--- src/design/hpt_pkg.sv ---
// host port package: constants, state and carrier types
// assumes one 250 MHz clock mclk and active-low asynchronous reset rst_n
// Behaviour
// select lines pick one of three registers
// byte ident places first or second byte
// host holds chip select low per access
// host strobes drive the two data strobes
// address strobe latches address in multiplexed mode
// read_write_sel high reads, low writes
// ready output shows port can take transfer
// ready floats while outputs-disable is low
// host irq high while device in reset
// host irq floats while outputs-disable is low
// enable strap sampled at reset release
// strap low or open disables port
// disabled port ignores strap until reset
// width strap high selects non-multiplexed mode
// wide mode uses 16 address, 16 data pins
// wide mode has no host interrupts
// wide mode hides control and address registers
// width strap captured at reset, held
// system keeps width strap stable out of reset
// width strap low gives byte-wide mode
// byte mode uses 8-bit bidirectional data bus
// host waits for ready before next strobe
`default_nettype none

package hpt_pkg;

  // ==========================================================
  // register selects and field positions
  localparam logic [1:0] HPT_SEL_CTRL = 2'h0;
  localparam logic [1:0] HPT_SEL_DATA_INC = 2'h1;
  localparam logic [1:0] HPT_SEL_ADDR = 2'h2;
  localparam logic [1:0] HPT_SEL_DATA = 2'h3;
  localparam int HPT_CTRL_IRQ_BIT = 3;
  localparam logic [15:0] HPT_CTRL_RESET = 16'h0000;
  localparam logic [15:0] HPT_ADDR_RESET = 16'h0000;

  // ==========================================================
  // timing: internal memory access latency
  localparam int HPT_ACCESS_NS = 8;
  localparam int HPT_CLK_NS = 4;
  localparam int HPT_ACCESS_CYC = (HPT_ACCESS_NS + HPT_CLK_NS - 1) / HPT_CLK_NS;
  localparam logic [2:0] HPT_ACCESS_CNT = 3'(HPT_ACCESS_CYC);

  typedef enum logic [2:0] {
    HPT_IDLE   = 3'b001,
    HPT_BUSY   = 3'b010,
    HPT_FINISH = 3'b100
  } hpt_state_t;

  // host control pins after synchronising
  typedef struct packed {
    logic       cs_n;
    logic       ds_a_n;
    logic       ds_b_n;
    logic       as_n;
    logic       rw;
    logic       bident;
    logic [1:0] sel;
  } hpt_ctl_t;

  // internal memory request
  typedef struct packed {
    logic        req;
    logic        wr;
    logic [15:0] addr;
    logic [15:0] wdata;
  } hpt_mem_req_t;

endpackage : hpt_pkg

`default_nettype wire

--- src/design/hpt_host_port.sv ---
// host port: control pins, address latch, byte pairing, ready and host irq
// assumes a single-cycle-acknowledge memory beyond mem_req after HPT_ACCESS_CYC
`default_nettype none

module hpt_host_port
  import hpt_pkg::*;
(
  // clock and reset
  input  wire logic         mclk,
  input  wire logic         rst_n,
  // straps
  input  wire logic         port_enable_strap,
  input  wire logic         width_select_strap,
  input  wire logic         outputs_disable_n,
  // host control pins
  input  wire logic         reg_select_0,
  input  wire logic         reg_select_1,
  input  wire logic         byte_ident,
  input  wire logic         port_chip_select_n,
  input  wire logic         data_strobe_a_n,
  input  wire logic         data_strobe_b_n,
  input  wire logic         addr_strobe_n,
  input  wire logic         read_write_sel,
  // host data and address pins
  input  wire logic [15:0]  host_addr_in,
  input  wire logic [15:0]  host_data_in,
  output logic      [15:0]  host_data_out,
  output logic      [15:0]  host_data_oe,
  // ready and interrupt pins
  output logic              port_ready,
  output logic              port_ready_oe,
  output logic              host_irq,
  output logic              host_irq_oe,
  // device side
  input  wire logic         dev_irq_set,
  input  wire logic [15:0]  mem_rdata,
  output hpt_mem_req_t      mem_req,
  output logic              port_enabled,
  output logic              byte_wide_mode
);

  // ==========================================================
  // pin synchronisers
  hpt_ctl_t   ctl_meta_reg, ctl_reg, ctl_prev_reg;
  logic [1:0] ods_sync_reg;
  logic       strobe_n, strobe_prev_n, strobe_fall, as_fall;
  logic [15:0] addr_meta_reg, addr_sync_reg, data_meta_reg, data_sync_reg;

  always_ff @(posedge mclk or negedge rst_n) begin
    if (!rst_n) begin
      ctl_meta_reg  <= '1;
      ctl_reg       <= '1;
      ctl_prev_reg  <= '1;
      ods_sync_reg  <= 2'h3;
      addr_meta_reg <= 16'h0000;
      addr_sync_reg <= 16'h0000;
      data_meta_reg <= 16'h0000;
      data_sync_reg <= 16'h0000;
    end else begin
      ctl_meta_reg  <= '{port_chip_select_n, data_strobe_a_n, data_strobe_b_n, addr_strobe_n,
                         read_write_sel, byte_ident, {reg_select_1, reg_select_0}};
      ctl_reg       <= ctl_meta_reg;
      ctl_prev_reg  <= ctl_reg;
      ods_sync_reg  <= {ods_sync_reg[0], outputs_disable_n};
      addr_meta_reg <= host_addr_in;
      addr_sync_reg <= addr_meta_reg;
      data_meta_reg <= host_data_in;
      data_sync_reg <= data_meta_reg;
    end
  end

  // strobe is active when chip select and either data strobe are low
  assign strobe_n      = ctl_reg.cs_n | (ctl_reg.ds_a_n & ctl_reg.ds_b_n);
  assign strobe_prev_n = ctl_prev_reg.cs_n | (ctl_prev_reg.ds_a_n & ctl_prev_reg.ds_b_n);
  assign strobe_fall   = strobe_prev_n & ~strobe_n;
  assign as_fall       = ctl_prev_reg.as_n & ~ctl_reg.as_n & ~ctl_reg.cs_n;

  // ==========================================================
  // straps: caught on the first clock after reset release
  logic       strap_done_reg, enable_reg, wide_reg;
  logic [1:0] en_strap_sync_reg, wide_strap_sync_reg;

  // no reset here: the synchroniser keeps running through reset so it has settled at release
  always_ff @(posedge mclk) begin
    en_strap_sync_reg   <= {en_strap_sync_reg[0], port_enable_strap};
    wide_strap_sync_reg <= {wide_strap_sync_reg[0], width_select_strap};
  end

  always_ff @(posedge mclk or negedge rst_n) begin
    if (!rst_n) begin
      strap_done_reg <= 1'b0;
      enable_reg     <= 1'b0;
      wide_reg       <= 1'b0;
    end else if (!strap_done_reg) begin
      strap_done_reg <= 1'b1;
      enable_reg     <= en_strap_sync_reg[1];
      wide_reg       <= wide_strap_sync_reg[1];
    end
  end
  // once strap_done is set, later strap changes are never looked at        R13

  always_ff @(posedge mclk or negedge rst_n) begin
    if (!rst_n) begin
      port_enabled   <= 1'b0;
      byte_wide_mode <= 1'b0;
    end else begin
      port_enabled   <= enable_reg & strap_done_reg;
      byte_wide_mode <= strap_done_reg & ~wide_reg;
    end
  end

  // ==========================================================
  // port registers and transfer machine
  hpt_state_t  state_reg;
  logic [15:0] ctrl_reg, addr_reg, wlatch_reg, rdata_reg;
  logic [2:0]  wait_reg;
  logic        active, go_byte, go_wide, is_ctrl, is_addr, last_byte;

  assign active    = port_enabled & (state_reg == HPT_IDLE) & strobe_fall;
  assign go_wide   = active & ~byte_wide_mode;
  assign go_byte   = active & byte_wide_mode;
  assign is_ctrl   = ctl_reg.sel == HPT_SEL_CTRL;
  assign is_addr   = ctl_reg.sel == HPT_SEL_ADDR;
  assign last_byte = ctl_reg.bident;

  function automatic logic [15:0] put_byte(input logic [15:0] w, input logic hi_n, input logic [7:0] b);
    put_byte = hi_n ? {w[15:8], b} : {b, w[7:0]};
  endfunction : put_byte

  always_ff @(posedge mclk or negedge rst_n) begin
    if (!rst_n) begin
      addr_reg <= HPT_ADDR_RESET;
    end else if (byte_wide_mode & as_fall) begin
      addr_reg <= put_byte(addr_reg, last_byte, data_sync_reg[7:0]);
    end else if (go_byte & is_addr & ~ctl_reg.rw) begin
      addr_reg <= put_byte(addr_reg, last_byte, data_sync_reg[7:0]);
    end else if (go_wide) begin
      addr_reg <= addr_sync_reg;
    end else if (go_byte & (ctl_reg.sel == HPT_SEL_DATA_INC) & last_byte) begin
      addr_reg <= addr_reg + 16'h0001;
    end
  end

  always_ff @(posedge mclk or negedge rst_n) begin
    if (!rst_n) begin
      wlatch_reg <= 16'h0000;
    end else if (go_byte & ~ctl_reg.rw) begin
      wlatch_reg <= put_byte(wlatch_reg, last_byte, data_sync_reg[7:0]);
    end
  end

  // host irq bit: device sets, host clears by writing one; set wins
  always_ff @(posedge mclk or negedge rst_n) begin
    if (!rst_n) begin
      ctrl_reg <= HPT_CTRL_RESET;
    end else if (!byte_wide_mode) begin
      ctrl_reg <= HPT_CTRL_RESET;
    end else if (dev_irq_set) begin
      ctrl_reg[HPT_CTRL_IRQ_BIT] <= 1'b1;
    end else if (go_byte & is_ctrl & ~ctl_reg.rw & last_byte &
                 data_sync_reg[HPT_CTRL_IRQ_BIT]) begin
      ctrl_reg[HPT_CTRL_IRQ_BIT] <= 1'b0;
    end
  end

  always_ff @(posedge mclk or negedge rst_n) begin
    if (!rst_n) begin
      state_reg <= HPT_IDLE;
      wait_reg  <= 3'h0;
      mem_req   <= '0;
      rdata_reg <= 16'h0000;
    end else begin
      mem_req.req <= 1'b0;
      case (state_reg)
        HPT_IDLE: begin
          if (go_wide | (go_byte & ~is_ctrl & ~is_addr & last_byte)) begin
            state_reg     <= HPT_BUSY;
            wait_reg      <= HPT_ACCESS_CNT;
            mem_req.req   <= 1'b1;
            mem_req.wr    <= ~ctl_reg.rw;
            mem_req.addr  <= go_wide ? addr_sync_reg : addr_reg;
            mem_req.wdata <= go_wide ? data_sync_reg
                                     : put_byte(wlatch_reg, 1'b1, data_sync_reg[7:0]);
          end else if (active) begin
            state_reg <= HPT_FINISH;
          end
        end
        HPT_BUSY: begin
          wait_reg <= wait_reg - 3'h1;
          if (wait_reg == 3'h1) begin
            rdata_reg <= mem_rdata;
            state_reg <= HPT_FINISH;
          end
        end
        HPT_FINISH: begin
          if (strobe_n) begin
            state_reg <= HPT_IDLE;
          end
        end
        default: state_reg <= HPT_IDLE;
      endcase
    end
  end

  // ==========================================================
  // pin outputs, all from flip-flops
  logic [15:0] rd_word;
  assign rd_word = is_ctrl ? ctrl_reg : (is_addr ? addr_reg : rdata_reg);

  always_ff @(posedge mclk or negedge rst_n) begin
    if (!rst_n) begin
      port_ready    <= 1'b0;
      port_ready_oe <= 1'b0;
      host_irq      <= 1'b1;
      host_irq_oe   <= 1'b1;
      host_data_out <= 16'h0000;
      host_data_oe  <= 16'h0000;
    end else begin
      // ready drops as soon as a strobe is taken: busy is slower than the host
      port_ready    <= port_enabled & (state_reg == HPT_IDLE) & ~strobe_fall;
      port_ready_oe <= port_enabled & ods_sync_reg[1];
      host_irq      <= ~(byte_wide_mode & ctrl_reg[HPT_CTRL_IRQ_BIT]);
      host_irq_oe   <= port_enabled & byte_wide_mode & ods_sync_reg[1];
      if (byte_wide_mode) begin
        // byte frozen at the take so a read's own prefetch cannot change it mid-strobe
        if (active) begin
          host_data_out <= {8'h00, last_byte ? rd_word[7:0] : rd_word[15:8]};
        end
        host_data_oe  <= {8'h00, {8{port_enabled & ~strobe_n & ctl_reg.rw & ods_sync_reg[1]}}};
      end else begin
        host_data_out <= rdata_reg;
        host_data_oe  <= {16{port_enabled & ~strobe_n & ctl_reg.rw & ods_sync_reg[1]}};
      end
    end
  end

  // ==========================================================
  // checks
  chk_irq_reset_high: assert property (@(posedge mclk) !rst_n |-> host_irq && host_irq_oe)
    else $error("host irq not high in reset");
  chk_ready_float: assert property (@(posedge mclk) disable iff (!rst_n)
      !ods_sync_reg[1] |=> !port_ready_oe)
    else $error("ready driven while outputs disabled");
  chk_irq_float: assert property (@(posedge mclk) disable iff (!rst_n)
      !ods_sync_reg[1] |=> !host_irq_oe)
    else $error("irq driven while outputs disabled");
  chk_strap_hold: assert property (@(posedge mclk) disable iff (!rst_n)
      $past(strap_done_reg) |-> $stable(enable_reg) && $stable(wide_reg))
    else $error("strap value changed after capture");
  chk_disabled_idle: assert property (@(posedge mclk) disable iff (!rst_n)
      !port_enabled |-> !mem_req.req && !port_ready)
    else $error("disabled port active");
  chk_wide_no_irq: assert property (@(posedge mclk) disable iff (!rst_n)
      strap_done_reg && wide_reg |=> ##1 host_irq && !host_irq_oe)
    else $error("irq in wide mode");
  chk_ready_drop: assert property (@(posedge mclk) disable iff (!rst_n)
      active |=> !port_ready ##1 !port_ready)
    else $error("ready kept high after strobe");
  chk_access_len: assert property (@(posedge mclk) disable iff (!rst_n)
      mem_req.req |-> ##[1:3] state_reg == HPT_FINISH)
    else $error("memory access too long");
  chk_rw_dir: assert property (@(posedge mclk) disable iff (!rst_n)
      mem_req.req |-> mem_req.wr == !$past(ctl_reg.rw))
    else $error("direction wrong");
  cov_byte_access: cover property (@(posedge mclk) go_byte && last_byte);
  cov_wide_access: cover property (@(posedge mclk) go_wide);
  cov_addr_strobe: cover property (@(posedge mclk) byte_wide_mode && as_fall);
  cov_irq_raise: cover property (@(posedge mclk) $fell(host_irq));

endmodule : hpt_host_port

`default_nettype wire

--- config.mk ---
export PLATFORM = sky130hd
export DESIGN_NAME = hpt_host_port
export DESIGN_NICKNAME = d
export VERILOG_FILES = /design/src/design/hpt_pkg.sv /design/src/design/hpt_host_port.sv
export SDC_FILE = /design/constraint.sdc
export NUM_CORES = 1
export LEC_CHECK = 0
export BUFFER_PORTS_ARGS = -buffer_cell sky130_fd_sc_hd__buf_4
export CAP_MARGIN = 10
export CORE_MARGIN = 1.5
export CORE_UTILIZATION = 40
export CTS_CLUSTER_DIAMETER = 200
export DETAILED_ROUTE_END_ITERATION = 8
export RECOVER_POWER = 50
export SETUP_SLACK_MARGIN = 0.02
export SYNTH_ARGS = -nofsm -noshare
export SYNTH_HDL_FRONTEND = slang
export SYNTH_SLANG_ARGS = --single-unit
--- constraint.sdc ---
create_clock -name mclk -period 2.4 [get_ports mclk]
set_input_delay 0.24 -clock mclk [delete_from_list [all_inputs] [get_ports mclk]]
set_output_delay 0.24 -clock mclk [all_outputs]
set_load 0.01 [all_outputs]
==> flow_metrics.tcl <==
set metrics [dict create \
    syn-mean-instance-area_um2 12.2 \
    maxSlewViolCount 0 \
    rows 50 \
    startpoint_type "flop" \
    count_of_buffers_from_port_buffering 133 \
    fin_ws_ns 0.385 \
    die_height_um 141 \
    grt_first_pass_wirelength_um 28700 \
    worst_setup_path_class "reg -> reg" \
    timing.reg2reg.worst_path_depth 6 \
    detailedPlace.worstSlack_ns 0.431 \
    ys.warnings.count 0 \
    fp.dieW_um 141 \
    mapped_area_mm2 0.00760 \
    synth_fp_nets 689 \
    timing.critical_path.slowest_cell_delay_ns 0.73 \
    hold_class "in -> reg" \
    post_route_cells_drive_above_1_share_pct 28.3 \
    setup_total_negative_slack_ns 0 \
    largest_net_degree_at_the_start_of_global_routing 82 \
    synth_seq_area_share_pct 65.4 \
    cp_cell_sequence "nand3b_1, a21oi_1, and2_0, buf_4, nor2_1, a221oi_1" \
    holdPathStages 3 \
    drt_drc_violations_left 0 \
    yosys.cell_types.count 58 \
    worstMarginPinSlew_ns 0.773 \
    crit_path_start "ctl_reg[0]" \
    timing_hold_violations_final 0 \
    cts-htree-levels 4 \
    ys.flop_type "dfrtp_1" \
    proportion_of_register_bits_with_asynchronous_set_or_reset_after_synthesis_pct 98.0 \
    cts.repair_timing.setup_buffer_count 0 \
    cpMaxStageDelayCell "dfstp_2" \
    grt.overflow.total 0 \
    critical_path_required_ns 2.74 \
    tritoncts_num_sinks 198 \
    cts_tree "built" \
    synth_edf_count 0 \
    vias 5338 \
    postSynthRegisterBits 198 \
    powerDensity_mw_per_mm2 932 \
    synthDominantAreaCellType "dfrtp_1" \
    yosysTopAreaCellShare_pct 55.7 \
    finalInstanceArea_mm2 0.00975 \
    wl_per_cell_um 17.2 \
    cp-endpoint "addr_reg[13]" \
    grt_util_all_layers_pct 18.8 \
    detail_route.wirelength_um 17800 \
    dp_hpwl_um 12200 \
    fin_nets 854 \
    placed_cells_incl_taps 960 \
    cts-root-to-sink-buffers 2 \
    max_slew_margin_pct 48.5 \
    holdCritStartpoint "dev_irq_set" \
    clock-skew-final_ns 0.0104 \
    grt_setup_unrepaired "false" \
    critical_path_peak_fanout 20 \
    drt_first_iter_violations 392 \
    maxcap_violations 0 \
    postRouteAntennaNets 0 \
    worstReg2RegEnd "addr_reg[13]" \
    core_area_mm2 0.0186 \
    cellLeakagePower_nw 4.29 \
    timing.reg2reg.setup_slack_ns 0.38 \
    clkSlewWorstSetupHoldPaths_ns 0.07 \
    timing.final.crit_share_pct 84.0 \
    status "finished clean" \
    final.fill_count 1610 \
    non_filler_instance_count_after_layout 1036 \
    gpl_congestion 0.813 \
    antenna-diode-count 0 \
    number_of_global_route_vias_before_repair 5413 \
    top_register "mem_req" \
    arrival_ns 2.35 \
    area_growth_pct 28.3 \
    setup_violations_final 0 \
    timing.fmax_ghz 0.496 \
    cts_root_buffer "clkbuf_16" \
    min_period_ns 2.02 \
    design.portCount 134 \
    number_of_flip_flops_under_the_largest_register_name 34 \
    dr.pass1.iters 5 \
    cp-end-kind "flop" \
    postSynthCellCount 624 \
    start_util_pct 40.8 \
    vias_per_cell 5.15 \
    post_cts_resize_count 0 \
    cts_inserted_buffers 17 \
    fp.dieArea_mm2 0.0198 \
    vdd_drop_max_mv 0.711 \
    regToRegStartpoint "ctl_reg[0]" \
    place_area_mm2 0.00879 \
    ys_top_cells_by_area "dfrtp_1, dfstp_2, nand2_1" \
    insertion_delay_ns 0.43 \
    antenna_found_initial 0 \
]
==> metal layers <==
layer  share of wire, %  vias up  global-route usage, %
met4                1.3        0                   4.93
met5                  0        -                      0
li1                   -     2483                      -
met1                 44     2666                   24.6
met3                5.4       20                   4.52
met2                 49      169                   31.4
==> cell usage in the layout (no fill, tap or decap), drive strengths merged, types with 5 or more instances in the layout <==
cell type      n
a31oi         25
xnor2          6
a221oi         5
a21oi         18
o21ai         22
and2           5
o221a         11
o2bb2ai        8
nand3         12
dlygate4sd3   44
buf           81
nor2          48
inv            8
nor4           7
nand2         96
dfrtp        169
nor2b          7
dfstp         25
clkbuf        93
o211ai         6
nor3           9
nand4          5
mux2          31
==> layout make-up <==
cell class / instances / area (µm²) / share of cell area (%)
Sequential cell: 198 / 4970 / 51.0
Multi-Input combinational cell: 370 / 2340 / 24.0
Timing Repair Buffer: 196 / 1500 / 15.4
Clock buffer: 22 / 454 / 4.66
Tap cell: 234 / 293 / 3.00
Clock inverter: 10 / 170 / 1.75
Inverter: 6 / 22.5 / 0.231
==> where the power goes <==
| part | total, W | leakage (nW) | switching [W] | internal, W |
|---|---|---|---|---|
| clock network | 0.00303 | 0.301 | 0.00124 | 0.00179 |
| registers | 0.00441 | 2.30 | 0.000576 | 0.00384 |
| logic | 0.00165 | 1.69 | 0.000796 | 0.000851 |
==> cells in the mapped netlist (6+ instances only) <==
cell and instances:
a21oi_1 18, a31oi_1 25, buf_2 14, buf_4 18
clkbuf_1 16, dfrtp_1 169, dfstp_2 25, mux2_2 31
nand2_1 95, nand3_1 11, nor2_1 48, nor2b_1 7
nor3_1 8, o211ai_1 6, o21ai_0 21, o221a_2 11
o2bb2ai_1 8, xnor2_1 6
==> cells by family after synthesis <==
family | share of synthesized area, %
AO/OA/AOI/OAI | 10.8
XOR/XNOR | 1.15
adder cells (fa/ha/maj) | 0.494
buffers and inverters | 3.89
flip-flops | 65.4
multiplexers | 5.12
other | 0.0494
AND/OR/NAND/NOR | 13.2
==> critical path: cells and delay by family (launching register included) <==
kind / cells / cell delay [ns]
AOI/OAI and AO/OA: 2 / 0.41
and+or+nand+nor: 3 / 0.53
buffers and inverters: 1 / 0.24
DFF: 1 / 0.73
==> repair_timing <==
| item | CTS | global route |
|---|---|---|
| endpoints found under the hold margin | 107 | 0 |
| setup endpoints to repair | 0 | 0 |
| hold buffers | 44 | 0 |
==> per-stage QoR <==
| step | util, % | total power (W) | hold WS [ns] |
|---|---|---|---|
| floorplan | - | 0.00525 | -0.0556 |
| global placement | 47.1 | 0.00610 | 0.309 |
| detailed placement | 47.1 | 0.00615 | 0.315 |
| CTS | 52.9 | 0.00926 | 0.0289 |
| global route | 52.3 | 0.00954 | 0.0278 |
| finish | 52.3 | 0.00909 | 0.0418 |
==> how the worst min path moves through the flow <==
stage	endpoint	slack, ns
2_1_floorplan	addr_meta_reg[0]	-0.06
3_3_place_gp	port_ready_oe	0.31
3_5_place_dp	en_strap_sync_reg[1]	0.31
4_1_cts	rdata_reg[15]	0.03
5_1_grt	rdata_reg[15]	0.03
6_report	ctrl_reg[3]	0.04
Power figures use the tool's default switching activity.
